===== config.mk =====
export PLATFORM = sky130hd
export DESIGN_NAME = instruction_opcode_decoder
export DESIGN_NICKNAME = d
export VERILOG_FILES = /design/src/opdec_pkg.sv /design/src/instruction_opcode_decoder.sv
export SDC_FILE = /design/constraint.sdc
export NUM_CORES = 1
export LEC_CHECK = 0
export BUFFER_PORTS_ARGS = -buffer_cell sky130_fd_sc_hd__buf_2
export CORE_ASPECT_RATIO = 0.9
export CORE_MARGIN = 8
export CORE_UTILIZATION = 55
export CTS_BUF_LIST = sky130_fd_sc_hd__clkbuf_8
export CTS_CLUSTER_SIZE = 20
export DETAILED_ROUTE_END_ITERATION = 10
export PLACE_DENSITY = 0.84
export SYNTH_ARGS = -nofsm -noshare
export SYNTH_HDL_FRONTEND = slang
export SYNTH_SLANG_ARGS = --single-unit

===== constraint.sdc =====
create_clock -name clock -period 4.13 [get_ports clock]
set_clock_uncertainty 0.1 [all_clocks]
set_input_delay 0.413 -clock clock [delete_from_list [all_inputs] [get_ports clock]]
set_output_delay 0.413 -clock clock [all_outputs]
set_load 0.005 [all_outputs]

===== src/opdec_pkg.sv =====
/*
  Shared constants and types for the instruction opcode decoder.
  Assumes a single 100 MHz clock domain; used by the decoder, its checker, the fetch model and the testbench.
*/
`default_nettype none
package opdec_pkg;
  localparam logic [5:0] PFX_SUM = 6'h00;
  localparam logic [5:0] PFX_CARRY_SUM = 6'h04;
  localparam logic [5:0] PFX_DIFF = 6'h0A;
  localparam logic [5:0] PFX_OR = 6'h02;
  localparam logic [5:0] PFX_XOR = 6'h0C;
  localparam logic [5:0] PFX_SHIFT_GRP = 6'h34;
  localparam logic [6:0] PFX_UNARY_GRP = 7'h7B;
  localparam logic [6:0] PFX_TEST_RM = 7'h42;
  localparam logic [6:0] PFX_TEST_ACC = 7'h54;
  localparam logic [7:0] OP_SEG_LOAD = 8'h8E;
  localparam logic [7:0] OP_SEG_STORE = 8'h8C;
  localparam logic [7:0] OP_ASCII_FIX = 8'h37;
  localparam logic [7:0] OP_BCD_FIX = 8'h27;
  localparam logic [7:0] OP_BYTE_EXT = 8'h98;
  localparam logic [7:0] OP_WORD_EXT = 8'h99;
  localparam logic [2:0] MID_TEST = 3'h0;
  localparam logic [2:0] MID_INVERT = 3'h2;
  localparam logic [2:0] MID_SQUOT = 3'h7;
  localparam logic [1:0] MOD_DISP8 = 2'h1;
  localparam logic [1:0] MOD_DISP16 = 2'h2;
  localparam logic [1:0] MOD_REG = 2'h3;
  localparam logic [2:0] RM_DIRECT = 3'h6;

  typedef enum logic [4:0] {
    OPC_NONE = 5'h00, OPC_SUM, OPC_CARRY_SUM, OPC_DIFF, OPC_OR, OPC_XOR,
    OPC_SEG_LOAD, OPC_SEG_STORE, ascii_fix_after_sum, bcd_fix_after_sum,
    signed_quotient_op, OPC_INVERT, byte_to_word_extend, word_to_dword_extend,
    left_shift_op, logical_right_shift, arith_right_shift, left_rotate,
    right_rotate, carry_left_rotate, carry_right_rotate, OPC_TEST_REG,
    OPC_TEST_IMM, OPC_TEST_ACC
  } op_class_t;

  typedef struct packed {
    logic [7:0] opcode;
    logic [7:0] modrm;
    logic [7:0] b2;
    logic [7:0] b3;
  } fetch_t;

  typedef struct packed {
    op_class_t op;
    logic word;
    logic dir;
    logic has_modrm;
    logic [1:0] imm_bytes;
    logic [1:0] disp_bytes;
    logic [15:0] disp;
    logic [15:0] imm;
    logic [2:0] reg_sel;
    logic [2:0] length;
    logic legal;
  } decode_t;
endpackage : opdec_pkg
`default_nettype wire


===== src/instruction_opcode_decoder.sv =====
/*
  Decoder for the transfer, arithmetic, logic and shift/rotate opcodes.
  Assumes the fetch queue presents up to four bytes with a one-cycle valid
  strobe on the processor clock; results appear one cycle later.
*/
// Functional notes
// - Upper six bits zero: register/memory sum, direction and size, addressing byte.
// - Carry-sum, difference, or, xor register/memory forms decoded from six-bit prefixes.
// - 8E loads segment register selected by addressing middle field, top bit zero.
// - 8C stores segment register chosen by addressing middle field.
// - 37 is ASCII fix after sum, single byte.
// - 27 is packed decimal fix after sum, single byte.
// - F6/F7 middle 111 signed division, 010 inversion.
// - 98 extends byte accumulator into word accumulator.
// - 99 extends word accumulator into register pair.
// - Shift group middle 100, 101, 111: left, logical right, arithmetic right.
// - Shift group middle 000 to 011: rotates left, right, carry left, carry right.
// - 84/85 with addressing byte is flags-only AND, no writeback.
// - F6/F7 middle 000: flags-only AND with one or two immediate bytes.
// - A8/A9 flags-only AND with accumulator, immediate bytes, no addressing.
// - Size bit set means word, clear means byte.
// - Sign-extend and size both one: one immediate byte sign-extended; F7 with w set takes two immediate bytes here.
// - Class 01: one displacement byte sign-extended to 16 bits.
`timescale 1ns/1ns
`default_nettype none
module instruction_opcode_decoder (
  input wire logic clock,
  input wire logic rst,
  input wire logic fetch_valid,
  input wire opdec_pkg::fetch_t fetch,
  output var opdec_pkg::decode_t result,
  output logic result_valid
);

  // Decode of the bytes on the fetch port, registered only when the strobe is high
  opdec_pkg::decode_t next_result;

  // Displacement bytes implied by the addressing byte
  function automatic logic [1:0] disp_count(input logic [7:0] m);
    if (m[7:6] == opdec_pkg::MOD_DISP8) begin
      disp_count = 2'h1;
    end else if (m[7:6] == opdec_pkg::MOD_DISP16) begin
      disp_count = 2'h2;
    end else if (m[7:6] == 2'h0 && m[2:0] == opdec_pkg::RM_DIRECT) begin
      // Direct address: mod 00 with r/m 110 carries a full 16-bit address
      disp_count = 2'h2;
    end else begin
      // Register operand, or a memory operand that needs no displacement
      disp_count = 2'h0;
    end
  endfunction : disp_count

  // Six-bit prefix match with the d and w bits left out
  function automatic logic prefix6(input logic [7:0] o, input logic [5:0] p);
    prefix6 = (o[7:2] == p);
  endfunction : prefix6

  // Seven-bit prefix match with only the w bit left out
  function automatic logic prefix7(input logic [7:0] o, input logic [6:0] p);
    prefix7 = (o[7:1] == p);
  endfunction : prefix7

  // Immediate length of the w-sized forms
  function automatic logic [1:0] imm_count(input logic w);
    if (w) begin
      imm_count = 2'h2;
    end else begin
      imm_count = 2'h1;
    end
  endfunction : imm_count

  // Byte field widened with its sign, for displacement and immediate alike
  function automatic logic [15:0] sext8(input logic [7:0] b);
    sext8 = {{8{b[7]}}, b};
  endfunction : sext8

  always_comb begin
    logic [7:0] op;
    logic [2:0] mid;
    logic [1:0] dn;
    logic [7:0] lo;
    logic [7:0] hi;
    op = fetch.opcode;
    mid = fetch.modrm[5:3];
    dn = 2'h0;
    lo = 8'h00;
    hi = 8'h00;
    // Defaults fit the forms with an addressing byte; forms without one override
    next_result = '0;
    next_result.op = opdec_pkg::OPC_NONE;
    next_result.legal = 1'b1;
    next_result.word = op[0];
    next_result.dir = op[1];
    next_result.reg_sel = mid;
    next_result.has_modrm = 1'b1;
    if (prefix6(op, opdec_pkg::PFX_SUM)) begin
      next_result.op = opdec_pkg::OPC_SUM;
    end else if (prefix6(op, opdec_pkg::PFX_CARRY_SUM)) begin
      next_result.op = opdec_pkg::OPC_CARRY_SUM;
    end else if (prefix6(op, opdec_pkg::PFX_DIFF)) begin
      next_result.op = opdec_pkg::OPC_DIFF;
    end else if (prefix6(op, opdec_pkg::PFX_OR)) begin
      next_result.op = opdec_pkg::OPC_OR;
    end else if (prefix6(op, opdec_pkg::PFX_XOR)) begin
      next_result.op = opdec_pkg::OPC_XOR;
    end else if (op == opdec_pkg::OP_SEG_LOAD) begin
      // Only four segment registers exist: a set top bit of the middle field is refused
      next_result.op = opdec_pkg::OPC_SEG_LOAD;
      next_result.word = 1'b1;
      next_result.dir = 1'b1;
      next_result.legal = ~mid[2];
    end else if (op == opdec_pkg::OP_SEG_STORE) begin
      next_result.op = opdec_pkg::OPC_SEG_STORE;
      next_result.word = 1'b1;
      next_result.dir = 1'b0;
      next_result.legal = ~mid[2];
    end else if (prefix7(op, opdec_pkg::PFX_TEST_RM)) begin
      // Flags-only AND has a fixed operand order: no direction bit
      next_result.op = opdec_pkg::OPC_TEST_REG;
      next_result.dir = 1'b0;
    end else if (prefix7(op, opdec_pkg::PFX_UNARY_GRP)) begin
      // Middles other than 000, 010 and 111 belong to forms not decoded here
      next_result.dir = 1'b0;
      case (mid)
        opdec_pkg::MID_SQUOT: next_result.op = opdec_pkg::signed_quotient_op;
        opdec_pkg::MID_INVERT: next_result.op = opdec_pkg::OPC_INVERT;
        opdec_pkg::MID_TEST: begin
          next_result.op = opdec_pkg::OPC_TEST_IMM;
          next_result.imm_bytes = imm_count(op[0]);
        end
        default: next_result.legal = 1'b0;
      endcase
    end else if (prefix6(op, opdec_pkg::PFX_SHIFT_GRP)) begin
      // Middle 110 names no operation in this group and is refused
      next_result.dir = op[1]; // Count from CL when set, else one
      case (mid)
        3'h0: next_result.op = opdec_pkg::left_rotate;
        3'h1: next_result.op = opdec_pkg::right_rotate;
        3'h2: next_result.op = opdec_pkg::carry_left_rotate;
        3'h3: next_result.op = opdec_pkg::carry_right_rotate;
        3'h4: next_result.op = opdec_pkg::left_shift_op;
        3'h5: next_result.op = opdec_pkg::logical_right_shift;
        3'h7: next_result.op = opdec_pkg::arith_right_shift;
        default: next_result.legal = 1'b0;
      endcase
    end else begin
      // No addressing byte: immediate data starts at the second byte
      next_result.has_modrm = 1'b0;
      next_result.reg_sel = 3'h0;
      next_result.dir = 1'b0;
      if (prefix7(op, opdec_pkg::PFX_TEST_ACC)) begin
        next_result.op = opdec_pkg::OPC_TEST_ACC;
        next_result.imm_bytes = imm_count(op[0]);
      end else if (op == opdec_pkg::OP_ASCII_FIX) begin
        next_result.op = opdec_pkg::ascii_fix_after_sum;
        next_result.word = 1'b0;
      end else if (op == opdec_pkg::OP_BCD_FIX) begin
        next_result.op = opdec_pkg::bcd_fix_after_sum;
        next_result.word = 1'b0;
      end else if (op == opdec_pkg::OP_BYTE_EXT) begin
        next_result.op = opdec_pkg::byte_to_word_extend;
        next_result.word = 1'b0;
      end else if (op == opdec_pkg::OP_WORD_EXT) begin
        next_result.op = opdec_pkg::word_to_dword_extend;
        next_result.word = 1'b1;
      end else begin
        next_result.legal = 1'b0;
        next_result.word = 1'b0;
      end
    end
    // Immediate form with s:w=11 carries one sign-extended byte; no form decoded here
    // reaches it, since w=1 always gives two immediate bytes.
    if (next_result.has_modrm) begin
      dn = disp_count(fetch.modrm);
    end
    next_result.disp_bytes = dn;
    if (dn == 2'h1) begin
      next_result.disp = sext8(fetch.b2);
    end else if (dn == 2'h2) begin
      next_result.disp = {fetch.b3, fetch.b2};
    end
    // Immediate follows the displacement; only four bytes are visible
    if (next_result.has_modrm) begin
      lo = (dn == 2'h0) ? fetch.b2 : fetch.b3;
      hi = (dn == 2'h0) ? fetch.b3 : 8'h00;
    end else begin
      lo = fetch.modrm;
      hi = fetch.b2;
    end
    if (next_result.imm_bytes == 2'h2) begin
      next_result.imm = {hi, lo};
    end else if (next_result.imm_bytes == 2'h1 && op[1:0] == 2'h3) begin
      next_result.imm = sext8(lo);
    end else if (next_result.imm_bytes == 2'h1) begin
      next_result.imm = {8'h00, lo};
    end
    // Length lets the fetch queue step to the next opcode without a decode of its own
    next_result.length = 3'h1 + {2'h0, next_result.has_modrm} + {1'b0, dn}
      + {1'b0, next_result.imm_bytes};
  end

  // Result holds between strobes so the datapath may read it late
  always_ff @(posedge clock or posedge rst) begin
    if (rst) begin
      result <= '0;
    end else if (fetch_valid) begin
      result <= next_result;
    end
  end

  // One-cycle pulse marking the cycle after the strobe
  always_ff @(posedge clock or posedge rst) begin
    if (rst) begin
      result_valid <= 1'b0;
    end else begin
      result_valid <= fetch_valid;
    end
  end

endmodule : instruction_opcode_decoder
`default_nettype wire


==> results of run 1 <==
cell usage in the layout, fill, tap and decap left out, types with 3 or more instances in the layout:
cell type,instances
buf_2,86
dfrtp_1,52
nand2_1,45
a21oi_1,27
o2bb2ai_1,19
nor2_1,16
nand3_1,14
o21ai_0,12
nand4_1,11
mux2_2,11
inv_1,6
o211ai_1,6
o31ai_2,6
nor2b_1,5
a31oi_1,5
o211ai_2,5
clkbuf_8,5
nor3_1,4
and2_1,4
nor3b_1,4
nand4b_1,4
a21o_1,3
nand3b_1,3
power groups by stage:
stage                     Clock, mW  Combinational (mW)  Sequential [mW]
after global routing          0.341               0.184            0.537
after global placement            0               0.164            0.544
after floorplan                   0               0.103            0.546
final                         0.315               0.167            0.535
after detailed placement          0               0.166            0.544
after CTS                     0.323               0.166            0.535
logic make-up after synthesis:
logic type	Yosys count	synth area share
simple gates	124	0.209
mux	11	0.0402
compound gates	100	0.250
flops	52	0.422
buf+inv	34	0.0584
xor+xnor	2	0.00568
fa+ha+maj	3	0.0146
path summary, 6_finish.rpt:
check / startpoint / slack, ns / depth (start not counted) / to
hold / removal: rst / 0.26 / 2 / result[23]
hold reg to reg: result[42] / 0.38 / 1 / result[42]
setup reg to reg: result[40] / 3.19 / 2 / result[40]
setup / recovery: fetch[26] / 0.99 / 12 / result[3]
min in group clock: fetch[23] / 0.27 / 2 / result[39]
max in group asynchronous: rst / 3.02 / 2 / result[45]
per-stage QoR:
stage	worst slack (ns)	hold WS, ns	power, mW	area, sq um
floorplan	0.948	0.344	0.649	3080
global placement	0.770	0.361	0.707	3470
detailed placement	0.696	0.364	0.710	3470
CTS	1.03	0.253	1.02	3570
global route	0.819	0.263	1.06	3570
finish	0.991	0.255	1.02	3570
layout make-up:
cell class                 instances  area share
clock buffer                       5      0.0193
multi-input combinational        240       0.449
inverter                           9      0.0102
timing repair buffer              88       0.125
sequential                        52       0.365
tap                               70      0.0245
clock inverter                     3     0.00771
registers in the layout, indices dropped and copies added (netlist names):
name,cells
result_valid,1
result,51
metal layers:
layer  track usage  vias up  part of all wire
li1              -     1352                 -
met1         0.292     1373              0.44
met2         0.308      152              0.45
met3        0.0379       16             0.087
met4        0.0666        0             0.019
met5             0        -                 0
==> impl_metrics.yaml, run 1 <==
status:
  status: "complete, no violations"
grt:
  grt_pass1_wl_mm: 13.6
  grt-ovfl-total: 0
  antenna_found_initial: 0
  grt_pass1_vias: 2709
  grt_max_degree: 53
  grt_usage: 0.206
timing:
  rsz0062_at_grt: "false"
  max_slew_margin: 0.290
  period_minus_slack_ns: 3.14
  fmax_mhz: 319
  fin_crit_sh: 0.760
  tightest_slew_ns: 1.06
  fin_tns_setup_ns: 0
  drv_slew: 0
  hold_viol_final: 0
  setup_violations: 0
power:
  internal_power_mw: 0.711
  swShare: 0.301
  ir_drop_uv: 182
  combPwrFrac: 0.164
  p_leak_nw: 1.66
  p_clk_frac: 0.310
  cellPowerDensity_nw_per_um2: 285
  p_seq_frac: 0.526
  switching_power_mw: 0.305
floorplanning:
  die_w_um: 94.9
  num_rows: 26
  io_pins: 87
  dieHeight_um: 87.0
  core_sq_um: 5530
  die-area_sq_um: 8260
  start_util: 0.558
worst_setup_path:
  worst-path-buf-inv: 3
  crit_slowest_cell: "nor3_1"
  start_kind: "input port"
  slowest_delay_ns: 0.48
  path_cells: "buf_2 > nor3_1 > nand2_1 > and2_1 > nand2_4 > inv_4 > nor3_1 > ha_1 > inv_1 > fa_1 > xnor2_1 > mux2_2"
  crit_path_frequent_cell: "nor3_1"
  crit_fanout: 23
  crit_type: "input port to register"
  cp.required_ns: 4.24
  endpoint_kind: "register"
  critPathTopFamily: "simple AND/OR/NAND/NOR gates"
  cp.arrival_ns: 3.25
cells_and_area:
  multiInputGateArea_sq_um: 1600
  final_util: 0.645
  fin_cells: 467
  area_growth_pct: 15.7
  seqCellArea_sq_um: 1300
  antennaDiodeCount: 0
  fillCellCount: 489
  final_layout_size_suffix_gt1_frac: 0.322
  nets: 434
yosys:
  synth_top_cell_by_area: "dfrtp_1"
  synthCells: 326
  ys_seq_elements: 52
  yosysSeqAreaShare: 0.422
  synth_top_area_share: 0.422
  synth_nets: 364
  yosysWarnings: 0
  synth_area_sq_um: 3080
  ys.flop_type: "dfrtp_1"
  synth_most_common_cell: "dfrtp_1"
  synthTopCellsByCount: "52 x dfrtp_1, 45 x nand2_1, 27 x a21oi_1, 19 x o2bb2ai_1, 16 x nor2_1"
  yosys-top-cells-area: "dfrtp_1 42%, nand2_1 5.5%, o2bb2ai_1 5.4%"
  async_reset_ff_frac: 1.00
  syn_area_per_cell_sq_um: 9.46
  synth_cell_type_count: 57
  synth-edff-count: 0
detailed_routing:
  drcViolationCount: 0
  via_per_inst: 6.19
  drt-initial-drc-count: 240
  drt_pass1_iterations: 5
  vias: 2893
  wl_mm: 8.60
  ant_nets: 0
  wl_per_cell_um: 18.4
min_path:
  hold_path_class: "input port to asynchronous set/reset pin"
cts:
  post_cts_resize_count: 0
  cts_setup_buffers: 0
  cts_max_level: 2
  cts_tree: "yes"
  cts_buffers: 5
  ctsHoldBuffers: 0
  clock_path_buffers: 2
  insertion_delay_ns: 0.31
  clk_pin_slew_ns: 0.10
  clockRootBuffer: "clkbuf_8"
  cts_sinks: 52
placement:
  dp.cells: 459
  io_buffers: 86
  gp_congestion: 0.924
  dpl.hpwl_mm: 6.23
job:
  maxCapViolCount: 0
No activity file was read; power rests on OpenSTA's default activity.
==> inputs of run 2 (changes only) <==
--- a/config.mk
+++ b/config.mk
@@ -8,11 +8,11 @@
 export BUFFER_PORTS_ARGS = -buffer_cell sky130_fd_sc_hd__buf_2
 export CORE_ASPECT_RATIO = 0.9
 export CORE_MARGIN = 8
-export CORE_UTILIZATION = 55
+export CORE_UTILIZATION = 49
 export CTS_BUF_LIST = sky130_fd_sc_hd__clkbuf_8
 export CTS_CLUSTER_SIZE = 20
 export DETAILED_ROUTE_END_ITERATION = 10
-export PLACE_DENSITY = 0.84
+export PLACE_DENSITY = 0.79
 export SYNTH_ARGS = -nofsm -noshare
 export SYNTH_HDL_FRONTEND = slang
 export SYNTH_SLANG_ARGS = --single-unit
==> constraint.sdc (replaced) <==
create_clock -name clock -period 2.5 [get_ports clock]
set_clock_uncertainty 0.1 [all_clocks]
set_input_delay 0.25 -clock clock [delete_from_list [all_inputs] [get_ports clock]]
set_output_delay 0.25 -clock clock [all_outputs]
set_load 0.005 [all_outputs]
==> impl_metrics.yaml, run 2 (same netlist as run 1, synthesis figures left out) <==
status:
  status: "complete, no violations"
floorplanning:
  core_sq_um: 6110
  num_rows: 27
  die-area_sq_um: 9090
  dieHeight_um: 91.3
  die_w_um: 99.6
  io_pins: 87
  start_util: 0.504
cts:
  clock_path_buffers: 2
  ctsHoldBuffers: 1
  insertion_delay_ns: 0.32
  cts_setup_buffers: 0
  cts_max_level: 2
  clk_pin_slew_ns: 0.11
  cts_buffers: 5
  cts_tree: "yes"
  clockRootBuffer: "clkbuf_8"
  cts_sinks: 52
  post_cts_resize_count: 0
min_path:
  hold_path_class: "input port to register"
grt:
  grt_pass1_wl_mm: 14.5
  grt_usage: 0.194
  antenna_found_initial: 0
  grt_pass1_vias: 2861
  grt_max_degree: 33
  grt-ovfl-total: 0
timing:
  fin_hold_ws_ns: 0.0994
  tightest_slew_ns: 0.775
  fmax_mhz: 424
  hold_viol_final: 0
  fin_ws_ns: 0.143
  max_slew_margin: 0.482
  rsz0062_at_grt: "false"
  drv_slew: 0
  setup_violations: 0
  period_minus_slack_ns: 2.36
  fin_crit_sh: 0.943
cells_and_area:
  stdcell_area_sq_um: 3880
  multiInputGateArea_sq_um: 1610
  final_layout_size_suffix_gt1_frac: 0.382
  fin_cells: 521
  reg_top3: "result x51, result_valid x1"
  top_register: "result"
  antennaDiodeCount: 0
  area_growth_pct: 25.9
  largest_register_ffs: 51
  seqCellArea_sq_um: 1300
  fillCellCount: 528
  nets: 471
  layout.cells.most_common: "buf_2"
  layout_common_cells: "86 x buf_2, 52 x dfrtp_1, 45 x nand2_1"
placement:
  dpl.hpwl_mm: 6.93
  dp_slack_ns: -0.203
  gp_congestion: 0.927
  dp.cells: 512
  dpl_cell_area_sq_um: 3780
  io_buffers: 86
worst_setup_path:
  crit_fanout: 5
  critPathCapture: "result[3]"
  start_kind: "input port"
  crit_type: "input port to register"
  startpoint: "fetch[27]"
  ff2ff_path_depth: 2
  cp.arrival_ns: 2.47
  timing.rr.end: "result[40]"
  timing.rr.start: "result[40]"
  endpoint_kind: "register"
  cp.required_ns: 2.61
  reg2reg_slack_ns: 1.57
detailed_routing:
  ant_nets: 0
  drt-initial-drc-count: 245
  via_per_inst: 5.68
  drt_pass1_iterations: 4
  drcViolationCount: 0
  vias: 2960
  wl_mm: 9.02
  wl_per_cell_um: 17.3
power:
  cellPowerDensity_nw_per_um2: 446
  ir_drop_uv: 246
  p_leak_nw: 1.85
job:
  maxCapViolCount: 0
-- run 2: layout make-up --
| cell class | count | area share |
|---|---|---|
| multi-input cells | 240 | 0.416 |
| flip-flops and latches | 52 | 0.335 |
| repair buffers | 125 | 0.187 |
| well taps | 87 | 0.0280 |
| clock buffers | 5 | 0.0177 |
| inverters | 9 | 0.00934 |
| clock inverters | 3 | 0.00741 |
-- run 2: stage by stage --
step                      utilization  setup TNS (ns)  power [mW]
after global routing            0.635               0        1.80
after detailed placement        0.618          -0.267        1.21
after floorplan                     -          -0.684        1.07
after CTS                       0.635               0        1.74
after global placement          0.618          -0.114        1.21
final                           0.635               0        1.73
-- run 2: where the power goes --
group | switching (mW) | internal (mW) | leakage (nW)
clock | 0.323 | 0.212 | 0.0511
sequential | 0.0147 | 0.868 | 0.703
combinational | 0.184 | 0.130 | 1.10
-- run 2: metal layers --
metal | track usage | share of wire | wire, um
met1 | 0.263 | 0.46 | 4110
met2 | 0.306 | 0.46 | 4140
met3 | 0.0404 | 0.075 | 673
met4 | 0.0504 | 0.011 | 102
met5 | 0 | 0 | 0
-- run 2: worst min path at each step --
stage | start | end | slack, ns | cells past startpoint
floorplan | fetch_valid | result_valid | 0.18 | 0
global placement | rst | result[26] | 0.21 | 2
detailed placement | rst | result[25] | 0.22 | 2
CTS | fetch[10] | result[25] | 0.09 | 3
global route | fetch[10] | result[25] | 0.1 | 3
finish | fetch[10] | result[25] | 0.1 | 3
-- run 2: critical path: stages --
cell and delay, ns:
buf_2 0.13, and4b_1 0.22, and2_4 0.17, a2111oi_4 0.42, nand2_4 0.11, inv_4 0.07
nor3_2 0.04, ha_1 0.28, inv_1 0.05, fa_2 0.34, xnor2_1 0.14, mux2_4 0.25
==> inputs of run 3 (changes only) <==
--- a/config.mk
+++ b/config.mk
@@ -13,6 +13,7 @@
 export CTS_CLUSTER_SIZE = 20
 export DETAILED_ROUTE_END_ITERATION = 10
 export PLACE_DENSITY = 0.79
+export RECOVER_POWER = 50
 export SYNTH_ARGS = -nofsm -noshare
 export SYNTH_HDL_FRONTEND = slang
 export SYNTH_SLANG_ARGS = --single-unit
==> impl_metrics.yaml, run 3 (same netlist as run 1, synthesis figures left out) <==
worst_setup_path:
  reg2reg_slack_ns: 1.53
  cp.required_ns: 2.61
  cp.arrival_ns: 2.46
  slowest_delay_ns: 0.42
  crit_slowest_cell: "a2111oi_4"
  crit_type: "input port to register"
  timing.rr.end: "result[0]"
  crit_cells: 12
  critPathTopFamily: "adder cells"
  timing.rr.start: "result[0]"
  crit_fanout: 5
  worst-path-buf-inv: 3
  ff2ff_path_depth: 3
  path_cells: "buf_2 > and4b_1 > and2_4 > a2111oi_4 > nand2_4 > inv_4 > nor3_2 > ha_1 > inv_1 > fa_2 > xnor2_1 > mux2_4"
  endpoint_kind: "register"
  start_kind: "input port"
min_path:
  hold_depth: 3
  whs_endpoint: "result[25]"
  worstHoldStart: "fetch[10]"
  hold_path_class: "input port to register"
detailed_routing:
  wl_met2_mm: 4.14
  vias: 2976
  wl_met3_um: 763
  drt-initial-drc-count: 237
  via_per_inst: 5.71
  wl_per_cell_um: 17.4
  wl_met1_mm: 4.07
  drcViolationCount: 0
  ant_nets: 0
  route.top_layer_used: "met4"
  wl_mm: 9.08
  drt_pass1_iterations: 5
grt:
  grt_pass1_wl_mm: 14.5
  grt_usage: 0.194
  grt-ovfl-total: 0
  grt_max_degree: 33
  grt_pass1_vias: 2861
  antenna_found_initial: 0
cts:
  cts_tree: "yes"
  ctsHoldBuffers: 1
  clockRootBuffer: "clkbuf_8"
  cts_setup_buffers: 0
  clock_path_buffers: 2
  cts_max_level: 2
  post_cts_resize_count: 0
  cts_sinks: 52
  cts_buffers: 5
  insertion_delay_ns: 0.31
  clk_pin_slew_ns: 0.11
timing:
  drv_slew: 0
  tightest_slew_ns: 1.39
  rsz0062_at_grt: "false"
  setup_violations: 0
  fin_crit_sh: 0.942
  hold_viol_final: 0
  fmax_mhz: 425
  period_minus_slack_ns: 2.36
  max_slew_margin: 0.0746
floorplanning:
  io_pins: 87
  die_w_um: 99.6
  core_sq_um: 6110
  die-area_sq_um: 9090
  num_rows: 27
  start_util: 0.504
  dieHeight_um: 91.3
cells_and_area:
  nets: 471
  layout_common_cells: "54 x buf_2, 52 x dfrtp_1, 45 x nand2_1"
  top_register: "result"
  stdcell_area_sq_um: 3840
  area_growth_pct: 24.4
  final_layout_size_suffix_gt1_frac: 0.302
  antennaDiodeCount: 0
  multiInputGateArea_sq_um: 1610
  largest_register_ffs: 51
  fillCellCount: 548
  seqCellArea_sq_um: 1300
  layout.cells.most_common: "buf_2"
  reg_top3: "result x51, result_valid x1"
job:
  maxCapViolCount: 0
placement:
  dpl_cell_area_sq_um: 3780
  gp_congestion: 0.927
  dpl.hpwl_mm: 6.93
  io_buffers: 86
power:
  p_seq_frac: 0.512
  p_clk_frac: 0.309
  combPwrFrac: 0.178
  p_leak_nw: 1.71
  ir_drop_uv: 245
  cellPowerDensity_nw_per_um2: 450
  power_mw: 1.73
  internal_power_mw: 1.20
  swShare: 0.302
  switching_power_mw: 0.522
status:
  status: "complete, no violations"
run 3: cell types whose count changed in the layout (fill, tap and decap cells not counted):
cell / change
inv_1: +1
clkbuf_1: +34
buf_2: -32
buf_4: -2
inv_2: -1
run 3: through the flow:
| stage | hold WS (ns) | setup TNS [ns] | instances | setup slack (ns) | util |
|---|---|---|---|---|---|
| floorplan | 0.181 | -0.684 | 326 | -0.408 | - |
| global placement | 0.213 | -0.114 | 512 | -0.114 | 0.618 |
| detailed placement | 0.218 | -0.267 | 512 | -0.203 | 0.618 |
| CTS | 0.0904 | 0 | 521 | 0.135 | 0.635 |
| global route | 0.0986 | 0 | 521 | 0.0604 | 0.627 |
| finish | 0.0999 | 0 | 521 | 0.145 | 0.627 |
run 3: final cells by class:
cell class	instances	area share
multi-input cells	240	0.421
flip-flops and latches	52	0.339
repair buffers	125	0.177
well taps	87	0.0284
clock buffers	5	0.0179
inverters	9	0.00946
clock inverters	3	0.00750
run 3: worst min-delay path: stages:
cell and delay [ns]:
buf_2 0.12, nand2_1 0.06, o2bb2ai_1 0.06
run 3: worst max path at each step:
stage,from,to,slack [ns]
3_3_place_gp,fetch[27],result[3],-0.11
2_1_floorplan,fetch[29],result[3],-0.41
6_report,fetch[27],result[3],0.14
5_1_grt,fetch[27],result[3],0.06
4_1_cts,fetch[27],result[3],0.14
3_5_place_dp,fetch[27],result[3],-0.20
run 3: routing by layer:
metal,GRT usage,vias to the layer above
met1,0.263,1410
met5,0,-
met2,0.306,136
met4,0.0504,0
li1,-,1420
met3,0.0404,10
run 3: power groups by stage:
stage | logic [mW] | registers [mW] | clock network, mW
floorplan | 0.173 | 0.902 | 0
global placement | 0.308 | 0.899 | 0
detailed placement | 0.312 | 0.899 | 0
CTS | 0.315 | 0.884 | 0.545
global route | 0.339 | 0.887 | 0.570
finish | 0.308 | 0.884 | 0.534
